`config.mk`:
```
export PLATFORM = sky130hd
export DESIGN_NAME = power_mode_control
export DESIGN_NICKNAME = d
export VERILOG_FILES = /design/src/core/power_mode_pkg.sv /design/src/core/axil_slave_port.sv /design/src/core/power_mode_control.sv
export VERILOG_INCLUDE_DIRS = /design/src /design/src/core
export SDC_FILE = /design/constraint.sdc
export NUM_CORES = 1
export LEC_CHECK = 0
export ABC_AREA = 1
export BUFFER_PORTS_ARGS = -buffer_cell sky130_fd_sc_hd__buf_2
export CAP_MARGIN = 20
export CORE_MARGIN = 2
export CORE_UTILIZATION = 48
export CTS_CLUSTER_DIAMETER = 60
export DETAILED_ROUTE_END_ITERATION = 7
export PLACE_DENSITY = 0.8
export SLEW_MARGIN = 25
export SYNTH_ARGS = -nofsm -noshare
export SYNTH_HDL_FRONTEND = slang
export SYNTH_SLANG_ARGS = --single-unit
```
`constraint.sdc`:
```
create_clock -name clk_sys -period 1.6 [get_ports clk_sys]
set_clock_uncertainty 0.2 [all_clocks]
set_input_delay 0.32 -clock clk_sys [delete_from_list [all_inputs] [get_ports clk_sys]]
set_output_delay 0.32 -clock clk_sys [all_outputs]
set_load 0.02 [all_outputs]
```
`src/core/power_mode_regs.svh`:
```
// register offsets, field positions and reset values of the power mode block
`ifndef POWER_MODE_REGS_SVH
`define POWER_MODE_REGS_SVH

`define PMC_INDEX        8'h87
`define PMC_ADDR         12'h21C
`define PMC_RESET        8'h00
`define PMC_RW_MASK      8'h3B
`define PMC_BIT_STANDBY  0
`define PMC_BIT_SLEEP    1
`define PMC_BIT_FLAG1    3
`define PMC_BIT_FLAG2    4
`define PMC_BIT_FLAG3    5
`define STAT_ADDR        12'h220
`define WAKE_ADDR        12'h224
`define WAKE_RESET       5'h1F
`define NOP_COUNT        2'd3

`endif

```
`src/core/power_mode_pkg.sv`:
```
// types of the power mode block
`default_nettype none
package power_mode_pkg;
    typedef enum logic [1:0] {
        MODE_NORMAL  = 2'b00,
        MODE_STANDBY = 2'b01,
        MODE_SLEEP   = 2'b10
    } pmode_type;

    typedef struct packed {
        logic cpu_clk_en;
        logic wdt_run;
        logic flash_deep_sleep;
        logic fast_clk_en;
    } gate_type;

    typedef struct packed {
        logic ext_irq;
        logic rtc_irq;
        logic other_irq;
        logic debug_req;
        logic wake_pin;
    } wake_type;
endpackage
`default_nettype wire

```
`src/core/axil_slave_port.sv`:
```
// small axi4-lite slave front end: one write and one read at a time
`default_nettype none
module axil_slave_port (
    // clock and reset
    input  wire logic        clk_sys,
    input  wire logic        rst_n,
    // axi4-lite
    input  wire logic [11:0] s_axi_awaddr,
    input  wire logic        s_axi_awvalid,
    output logic             s_axi_awready,
    input  wire logic [31:0] s_axi_wdata,
    input  wire logic [3:0]  s_axi_wstrb,
    input  wire logic        s_axi_wvalid,
    output logic             s_axi_wready,
    output logic [1:0]       s_axi_bresp,
    output logic             s_axi_bvalid,
    input  wire logic        s_axi_bready,
    input  wire logic [11:0] s_axi_araddr,
    input  wire logic        s_axi_arvalid,
    output logic             s_axi_arready,
    output logic [31:0]      s_axi_rdata,
    output logic [1:0]       s_axi_rresp,
    output logic             s_axi_rvalid,
    input  wire logic        s_axi_rready,
    // register side
    output logic             wr_en,
    output logic [11:0]      wr_addr,
    output logic [7:0]       wr_data,
    input  wire logic        wr_ok,
    output logic [11:0]      rd_addr,
    input  wire logic [7:0]  rd_data,
    input  wire logic        rd_ok
);
    logic        aw_r;
    logic        w_r;
    logic [11:0] awaddr_r;
    logic [7:0]  wdata_r;
    logic        wlane_r;
    logic        ar_r;
    logic [11:0] araddr_r;

    assign s_axi_awready = !aw_r && !s_axi_bvalid;
    assign s_axi_wready  = !w_r && !s_axi_bvalid;
    assign s_axi_arready = !ar_r && !s_axi_rvalid;
    assign wr_en   = aw_r && w_r && !s_axi_bvalid && wlane_r;
    assign wr_addr = awaddr_r;
    assign wr_data = wdata_r;
    assign rd_addr = araddr_r;

    always_ff @(posedge clk_sys or negedge rst_n) begin
        if (!rst_n) begin
            aw_r         <= 1'b0;
            w_r          <= 1'b0;
            awaddr_r     <= 12'h000;
            wdata_r      <= 8'h00;
            wlane_r      <= 1'b0;
            s_axi_bvalid <= 1'b0;
            s_axi_bresp  <= 2'b00;
        end else begin
            if (s_axi_awvalid && s_axi_awready) begin
                aw_r     <= 1'b1;
                awaddr_r <= s_axi_awaddr;
            end
            if (s_axi_wvalid && s_axi_wready) begin
                w_r     <= 1'b1;
                wdata_r <= s_axi_wdata[7:0];
                wlane_r <= s_axi_wstrb[0];
            end
            if (aw_r && w_r && !s_axi_bvalid) begin
                aw_r         <= 1'b0;
                w_r          <= 1'b0;
                s_axi_bvalid <= 1'b1;
                s_axi_bresp  <= wr_ok ? 2'b00 : 2'b10;
            end else if (s_axi_bvalid && s_axi_bready) begin
                s_axi_bvalid <= 1'b0;
            end
        end
    end

    always_ff @(posedge clk_sys or negedge rst_n) begin
        if (!rst_n) begin
            ar_r         <= 1'b0;
            araddr_r     <= 12'h000;
            s_axi_rvalid <= 1'b0;
            s_axi_rdata  <= 32'h0000_0000;
            s_axi_rresp  <= 2'b00;
        end else begin
            if (s_axi_arvalid && s_axi_arready) begin
                ar_r     <= 1'b1;
                araddr_r <= s_axi_araddr;
            end else if (ar_r) begin
                ar_r         <= 1'b0;
                s_axi_rvalid <= 1'b1;
                s_axi_rdata  <= {24'h00_0000, rd_data};
                s_axi_rresp  <= rd_ok ? 2'b00 : 2'b10;
            end else if (s_axi_rvalid && s_axi_rready) begin
                s_axi_rvalid <= 1'b0;
            end
        end
    end
endmodule // axil_slave_port
`default_nettype wire

```
`src/core/power_mode_control.sv`:
```
// power mode controller: normal, standby and sleep with wakeup
// What this block does
// - the two request bits decode as 00 normal, 01 standby, sleep bit set sleep.
// - writing one to bit 1 enters sleep, and hardware clears it on wakeup.
// - writing one to bit 0 enters standby, and hardware clears it on wakeup.
// - standby stops the processor clock and the watchdog, others as enabled.
// - standby ends on any enabled interrupt, a reset or a debug request.
// - sleep ends only on external or rtc interrupt, wake pin change, debug or a reset.
// - sleep puts flash in deep sleep, drops the fast clock, stops the watchdog.
// - normal mode runs every module at full speed unless disabled.
// - bits 5, 4 and 3 are read-write spare flags resetting to zero.
//
// Added by the designer: register access over AXI4-Lite.
`include "power_mode_regs.svh"
`default_nettype none
module power_mode_control
    import power_mode_pkg::*;
(
    // clock and reset
    input  wire logic        clk_sys,
    input  wire logic        rst_n,
    // axi4-lite
    input  wire logic [11:0] s_axi_awaddr,
    input  wire logic        s_axi_awvalid,
    output logic             s_axi_awready,
    input  wire logic [31:0] s_axi_wdata,
    input  wire logic [3:0]  s_axi_wstrb,
    input  wire logic        s_axi_wvalid,
    output logic             s_axi_wready,
    output logic [1:0]       s_axi_bresp,
    output logic             s_axi_bvalid,
    input  wire logic        s_axi_bready,
    input  wire logic [11:0] s_axi_araddr,
    input  wire logic        s_axi_arvalid,
    output logic             s_axi_arready,
    output logic [31:0]      s_axi_rdata,
    output logic [1:0]       s_axi_rresp,
    output logic             s_axi_rvalid,
    input  wire logic        s_axi_rready,
    // wakeup sources
    input  wire wake_type    wake_in,
    // gating and mode outputs
    output gate_type         gate_out,
    output pmode_type        mode_out
);
    // ************************************************************
    // bus front end
    // ************************************************************
    logic        wr_en;
    logic [11:0] wr_addr;
    logic [7:0]  wr_data;
    logic [11:0] rd_addr;
    logic [7:0]  rd_data;
    logic        wr_ok;
    logic        rd_ok;

    axil_slave_port axil_slave_port_inst (
        .clk_sys       (clk_sys),
        .rst_n         (rst_n),
        .s_axi_awaddr  (s_axi_awaddr),
        .s_axi_awvalid (s_axi_awvalid),
        .s_axi_awready (s_axi_awready),
        .s_axi_wdata   (s_axi_wdata),
        .s_axi_wstrb   (s_axi_wstrb),
        .s_axi_wvalid  (s_axi_wvalid),
        .s_axi_wready  (s_axi_wready),
        .s_axi_bresp   (s_axi_bresp),
        .s_axi_bvalid  (s_axi_bvalid),
        .s_axi_bready  (s_axi_bready),
        .s_axi_araddr  (s_axi_araddr),
        .s_axi_arvalid (s_axi_arvalid),
        .s_axi_arready (s_axi_arready),
        .s_axi_rdata   (s_axi_rdata),
        .s_axi_rresp   (s_axi_rresp),
        .s_axi_rvalid  (s_axi_rvalid),
        .s_axi_rready  (s_axi_rready),
        .wr_en         (wr_en),
        .wr_addr       (wr_addr),
        .wr_data       (wr_data),
        .wr_ok         (wr_ok),
        .rd_addr       (rd_addr),
        .rd_data       (rd_data),
        .rd_ok         (rd_ok)
    );

    // ************************************************************
    // address decode
    // ************************************************************
    wire wr_pmc  = wr_en && (wr_addr == `PMC_ADDR);
    wire wr_wake = wr_en && (wr_addr == `WAKE_ADDR);
    assign wr_ok = (wr_addr == `PMC_ADDR) || (wr_addr == `WAKE_ADDR)
                || (wr_addr == `STAT_ADDR);
    assign rd_ok = (rd_addr == `PMC_ADDR) || (rd_addr == `WAKE_ADDR)
                || (rd_addr == `STAT_ADDR);

    // ************************************************************
    // registers
    // ************************************************************
    logic [7:0] pmc_r;
    logic [7:0] pmc_nxt;
    logic [4:0] wake_en_r;
    logic       pin_prev_r;
    pmode_type  mode_r;
    pmode_type  mode_nxt;

    // wake enables: bit0 ext, 1 rtc, 2 other irq, 3 debug, 4 wake pin
    wire [4:0] wake_vec = {wake_in.wake_pin ^ pin_prev_r, wake_in.debug_req,
                           wake_in.other_irq, wake_in.rtc_irq,
                           wake_in.ext_irq};
    wire [4:0] wake_hit = wake_vec & wake_en_r;

    // any enabled interrupt or debug request; the wake pin is not used
    wire wake_standby = |wake_hit[3:0];
    // only external, rtc, wake pin change or debug
    wire wake_sleep = wake_hit[0] || wake_hit[1]
                   || wake_hit[3] || wake_hit[4];

    wire [1:0] req = pmc_r[`PMC_BIT_SLEEP:`PMC_BIT_STANDBY];

    // ************************************************************
    // mode state machine
    // ************************************************************
    always_comb begin
        mode_nxt = mode_r;
        case (mode_r)
            MODE_NORMAL: begin
                if (req[1]) begin
                    mode_nxt = MODE_SLEEP;
                end else if (req[0]) begin
                    mode_nxt = MODE_STANDBY;
                end
            end
            MODE_STANDBY: begin
                if (wake_standby) begin
                    mode_nxt = MODE_NORMAL;
                end
            end
            MODE_SLEEP: begin
                if (wake_sleep) begin
                    mode_nxt = MODE_NORMAL;
                end
            end
            default: begin
                mode_nxt = MODE_NORMAL;
            end
        endcase
    end

    // hardware clear on wakeup; a write in the same cycle is kept
    wire wake_now = (mode_r != MODE_NORMAL) && (mode_nxt == MODE_NORMAL);

    always_comb begin
        pmc_nxt = pmc_r;
        if (wake_now) begin
            pmc_nxt[`PMC_BIT_SLEEP]   = 1'b0;
            pmc_nxt[`PMC_BIT_STANDBY] = 1'b0;
        end
        if (wr_pmc) begin
            pmc_nxt = (pmc_nxt & ~`PMC_RW_MASK)
                    | (wr_data & `PMC_RW_MASK);
        end
    end

    always_ff @(posedge clk_sys or negedge rst_n) begin
        if (!rst_n) begin
            pmc_r      <= `PMC_RESET;
            mode_r     <= MODE_NORMAL;
            wake_en_r  <= `WAKE_RESET;
            pin_prev_r <= 1'b0;
        end else begin
            pmc_r      <= pmc_nxt;
            mode_r     <= mode_nxt;
            pin_prev_r <= wake_in.wake_pin;
            if (wr_wake) begin
                wake_en_r <= wr_data[4:0];
            end
        end
    end

    // ************************************************************
    // clock gating and read data
    // ************************************************************
    wire next_is_normal = (mode_nxt == MODE_NORMAL);
    wire next_is_sleep  = (mode_nxt == MODE_SLEEP);

    always_ff @(posedge clk_sys or negedge rst_n) begin
        if (!rst_n) begin
            gate_out <= '{1'b1, 1'b1, 1'b0, 1'b1};
        end else begin
            gate_out.cpu_clk_en       <= next_is_normal;
            gate_out.wdt_run          <= next_is_normal;
            gate_out.flash_deep_sleep <= next_is_sleep;
            gate_out.fast_clk_en      <= !next_is_sleep;
        end
    end

    assign mode_out = mode_r;

    assign rd_data = (rd_addr == `PMC_ADDR)  ? pmc_r :
                     (rd_addr == `WAKE_ADDR) ? {3'b000, wake_en_r} :
                     (rd_addr == `STAT_ADDR) ? {6'h00, mode_r} : 8'h00;
endmodule // power_mode_control
`default_nettype wire

```
==> impl_metrics.tcl <==
set metrics [dict create \
    fin_ws_ns 0.04362 \
    dieArea_mm2 0.006611 \
    worstPathArrival_ns 1.04 \
    ys_seq_area_share_pct 52.64 \
    synth_ff_type "dfrtp_1" \
    htreeDepth 3 \
    io_pins 119 \
    pre_cts_slack_ns 0.09335 \
    rsz0062_at_grt "no" \
    setup_viol 0 \
    ys_ff_latch 60 \
    initial_utilization_pct 49.04 \
    r2r_cells 5 \
    clk_pin_slew_ns 0.06 \
    crit_required_ns 1.08 \
    yosys.area.top_type "dfrtp_1" \
    synthAdderAreaFrac_pct 0 \
    critPathMaxFanout 4 \
    crit_chain "nor2_4 -> buf_6" \
    die_w_um 81.31 \
    slew_violations 0 \
    irDropWorstVdd_mv 0.8627 \
    worst_r2r_startpoint "axil_slave_port_inst.wr_addr[1]" \
    portBuffers 61 \
    die_height_um 81.31 \
    synthTopCellsByCount "80 x nand2_1, 53 x dfrtp_1, 29 x buf_4, 27 x inv_1" \
    drcViolationCount 0 \
    cts_buffers 9 \
    maxCapViolCount 0 \
    p_leak_nw 1.808 \
    antenna_found_initial 0 \
    netlist_area_mm2 0.002869 \
    vias 2196 \
    num_rows 28 \
    syn_inst 313 \
    final_nets 471 \
    grt_max_degree 61 \
    detailed_place_hpwl_um 3957 \
    post_drt_wl_per_cell_um 11.77 \
    post-route-min-period_ns 1.556 \
    min_path_cells 3 \
    synth-compound-area-share_pct 5.757 \
    yosysMostFrequentCell "nand2_1" \
    grt_pass1_vias 1999 \
    fin_tns_setup_ns 0 \
    synthTopCellsByArea "dfrtp_1 46%, nand2_1 10%, buf_4 7.6%" \
    r2r-end "pmc_r[1]" \
    vias_per_cell 4.585 \
    clock_latency_ns 0.33 \
    grt_pass1_wl_um 8818 \
    min_from "s_axi_araddr[2]" \
    dr.pass1.iters 5 \
    ant_nets 0 \
    netlist.area_leader.share_pct 46.23 \
    synth_top_family_by_area "simple AND/OR/NAND/NOR gates" \
    yosysWarnings 0 \
    hold_viol_final 0 \
    critical_path_buf_inv_count 1 \
    overflow 0 \
    clockBufferDepth 2 \
    slowest_stage "dfrtp_2" \
    routed_wl_um 5636 \
    synthMuxAreaShare_pct 3.794 \
    cts-root-buf "clkbuf_8" \
    synthArstFlopShare_pct 100.0 \
    slowest_delay_ns 0.44 \
    clock_sinks 60 \
    ff2ff_setup_slack_ns 0.10 \
    startpoint "axil_slave_port_inst.s_axi_bvalid" \
    period_share_pct 97.27 \
    synth_edf_count 0 \
    place_area_mm2 0.003149 \
    synthSimpleGateAreaFrac_pct 25.16 \
    avgSynthCellArea_um2 9.166 \
    netlist-cell-type-count 27 \
    cts_tree "yes" \
    track_usage_pct 17.74 \
    hold_end "axil_slave_port_inst.rd_addr[2]" \
    final_layout_size_suffix_gt1_share_pct 28.47 \
    synth-xor-area-share_pct 0 \
    hp-class "input pin to flip-flop" \
    critical_path_class "flip-flop to output pin" \
    status "complete, no violations" \
    design_area_mm2 0.003492 \
    syn2layout_area_growth_pct 21.72 \
    antenna_cells 0 \
    end_kind "output pin" \
    cpLargestDelayFamily "flip-flops" \
    start_kind "flip-flop" \
    powerDensity_mw_per_mm2 1511 \
    place.gp.congestion 0.7464 \
    fmax_mhz 642.5 \
    core_mm2 0.005851 \
    first_iter_violations 198 \
]
[cells in the final DEF (no fill, tap or decap), drive strengths merged]
master and count:
a21oi 12, and2 1, buf 68, clkbuf 14, clkinv 2, clkinvlp 1, conb 28, dfrtp 53
dfstp 7, dlygate4sd3 13, inv 28, mux2 9, nand2 82, nand3 27, nand4 2, nor2 28
nor3 6, nor4 1, o21ai 21, or2 1
[metal layers]
layer	track usage [%]	share of wire [%]	wire length, um
met1	22.75	42	2369
met2	28.36	50	2837
met3	3.000	5.6	313
met4	10.17	2.1	116
met5	0	0	0
[tightest hold or removal path, cell delays in order]
cell	delay (ns)
buf_2	0.08
nand2_1	0.04
o21ai_0	0.06
[worst max-delay path by stage]
stage,depth (start not counted),to,slack (ns)
floorplan,4,axil_slave_port_inst.wr_addr[11],0.03
global placement,5,pmc_r[1],0.14
detailed placement,5,pmc_r[1],0.09
CTS,2,s_axi_awready,0.009
global route,5,pmc_r[4],0.006
finish,2,s_axi_awready,0.04
[stage by stage]
| step | power, mW | utilization, % | hold WS [ns] | std cells |
|---|---|---|---|---|
| final | 5.277 | 59.69 | 0.01352 | 479 |
| after global routing | 5.605 | 59.69 | 0.009143 | 479 |
| after CTS | 5.238 | 59.24 | 0.003668 | 477 |
| after detailed placement | 4.031 | 53.83 | 0.1491 | 445 |
| after global placement | 3.944 | 53.83 | 0.1438 | 445 |
| after floorplan | 3.645 | - | -0.1756 | 340 |
[sequential cells by signal (all words and copies together), names as in the netlist]
| register | count |
|---|---|
| axil_slave_port_inst.rd_addr | 12 |
| axil_slave_port_inst.wr_addr | 12 |
| axil_slave_port_inst.s_axi_rdata | 6 |
| axil_slave_port_inst.wr_data | 6 |
| pmc_r | 5 |
| wake_en_r | 5 |
| gate_out | 3 |
| mode_out | 2 |
| axil_slave_port_inst.ar_r | 1 |
| axil_slave_port_inst.aw_r | 1 |
| axil_slave_port_inst.s_axi_bresp | 1 |
| axil_slave_port_inst.s_axi_bvalid | 1 |
| axil_slave_port_inst.s_axi_rresp | 1 |
| axil_slave_port_inst.s_axi_rvalid | 1 |
| axil_slave_port_inst.w_r | 1 |
| axil_slave_port_inst.wlane_r | 1 |
| pin_prev_r | 1 |
[cells by family (layout without fill, tap and decap cells)]
kind of cell	count (synthesis)	in the layout
buffers and inverters	62	126
other	1	28
AOI/OAI and AO/OA	33	33
muxes	9	9
DFF	60	60
and+or+nand+nor	148	148
[report_power, final]
group / internal (mW) / total, mW / switching (mW)
registers: 2.03 / 2.33 / 0.301
clock network: 0.562 / 1.10 / 0.542
logic: 0.716 / 1.84 / 1.13
total: 3.30 / 5.28 / 1.97
[what timing repair did]
| action | 4_1_cts | 5_1_grt |
|---|---|---|
| resized for setup | 5 | 4 |
| endpoints found under the hold margin | 65 | 0 |
| endpoints found under the setup margin | 3 | 8 |
| setup buffers | 3 | 2 |
| hold buffers | 13 | 0 |
| pin swaps | 0 | 2 |
[area by class of cell]
class / count / area, um2
Clock buffer: 14 / 142.6
Clock inverter: 2 / 12.51
Fill cell: 515 / 2359
Inverter: 29 / 108.9
Multi-Input combinational cell: 218 / 1109
Sequential cell: 60 / 1514
Tap cell: 75 / 93.84
Timing Repair Buffer: 81 / 511.7
Power figures use the tool's default switching activity.
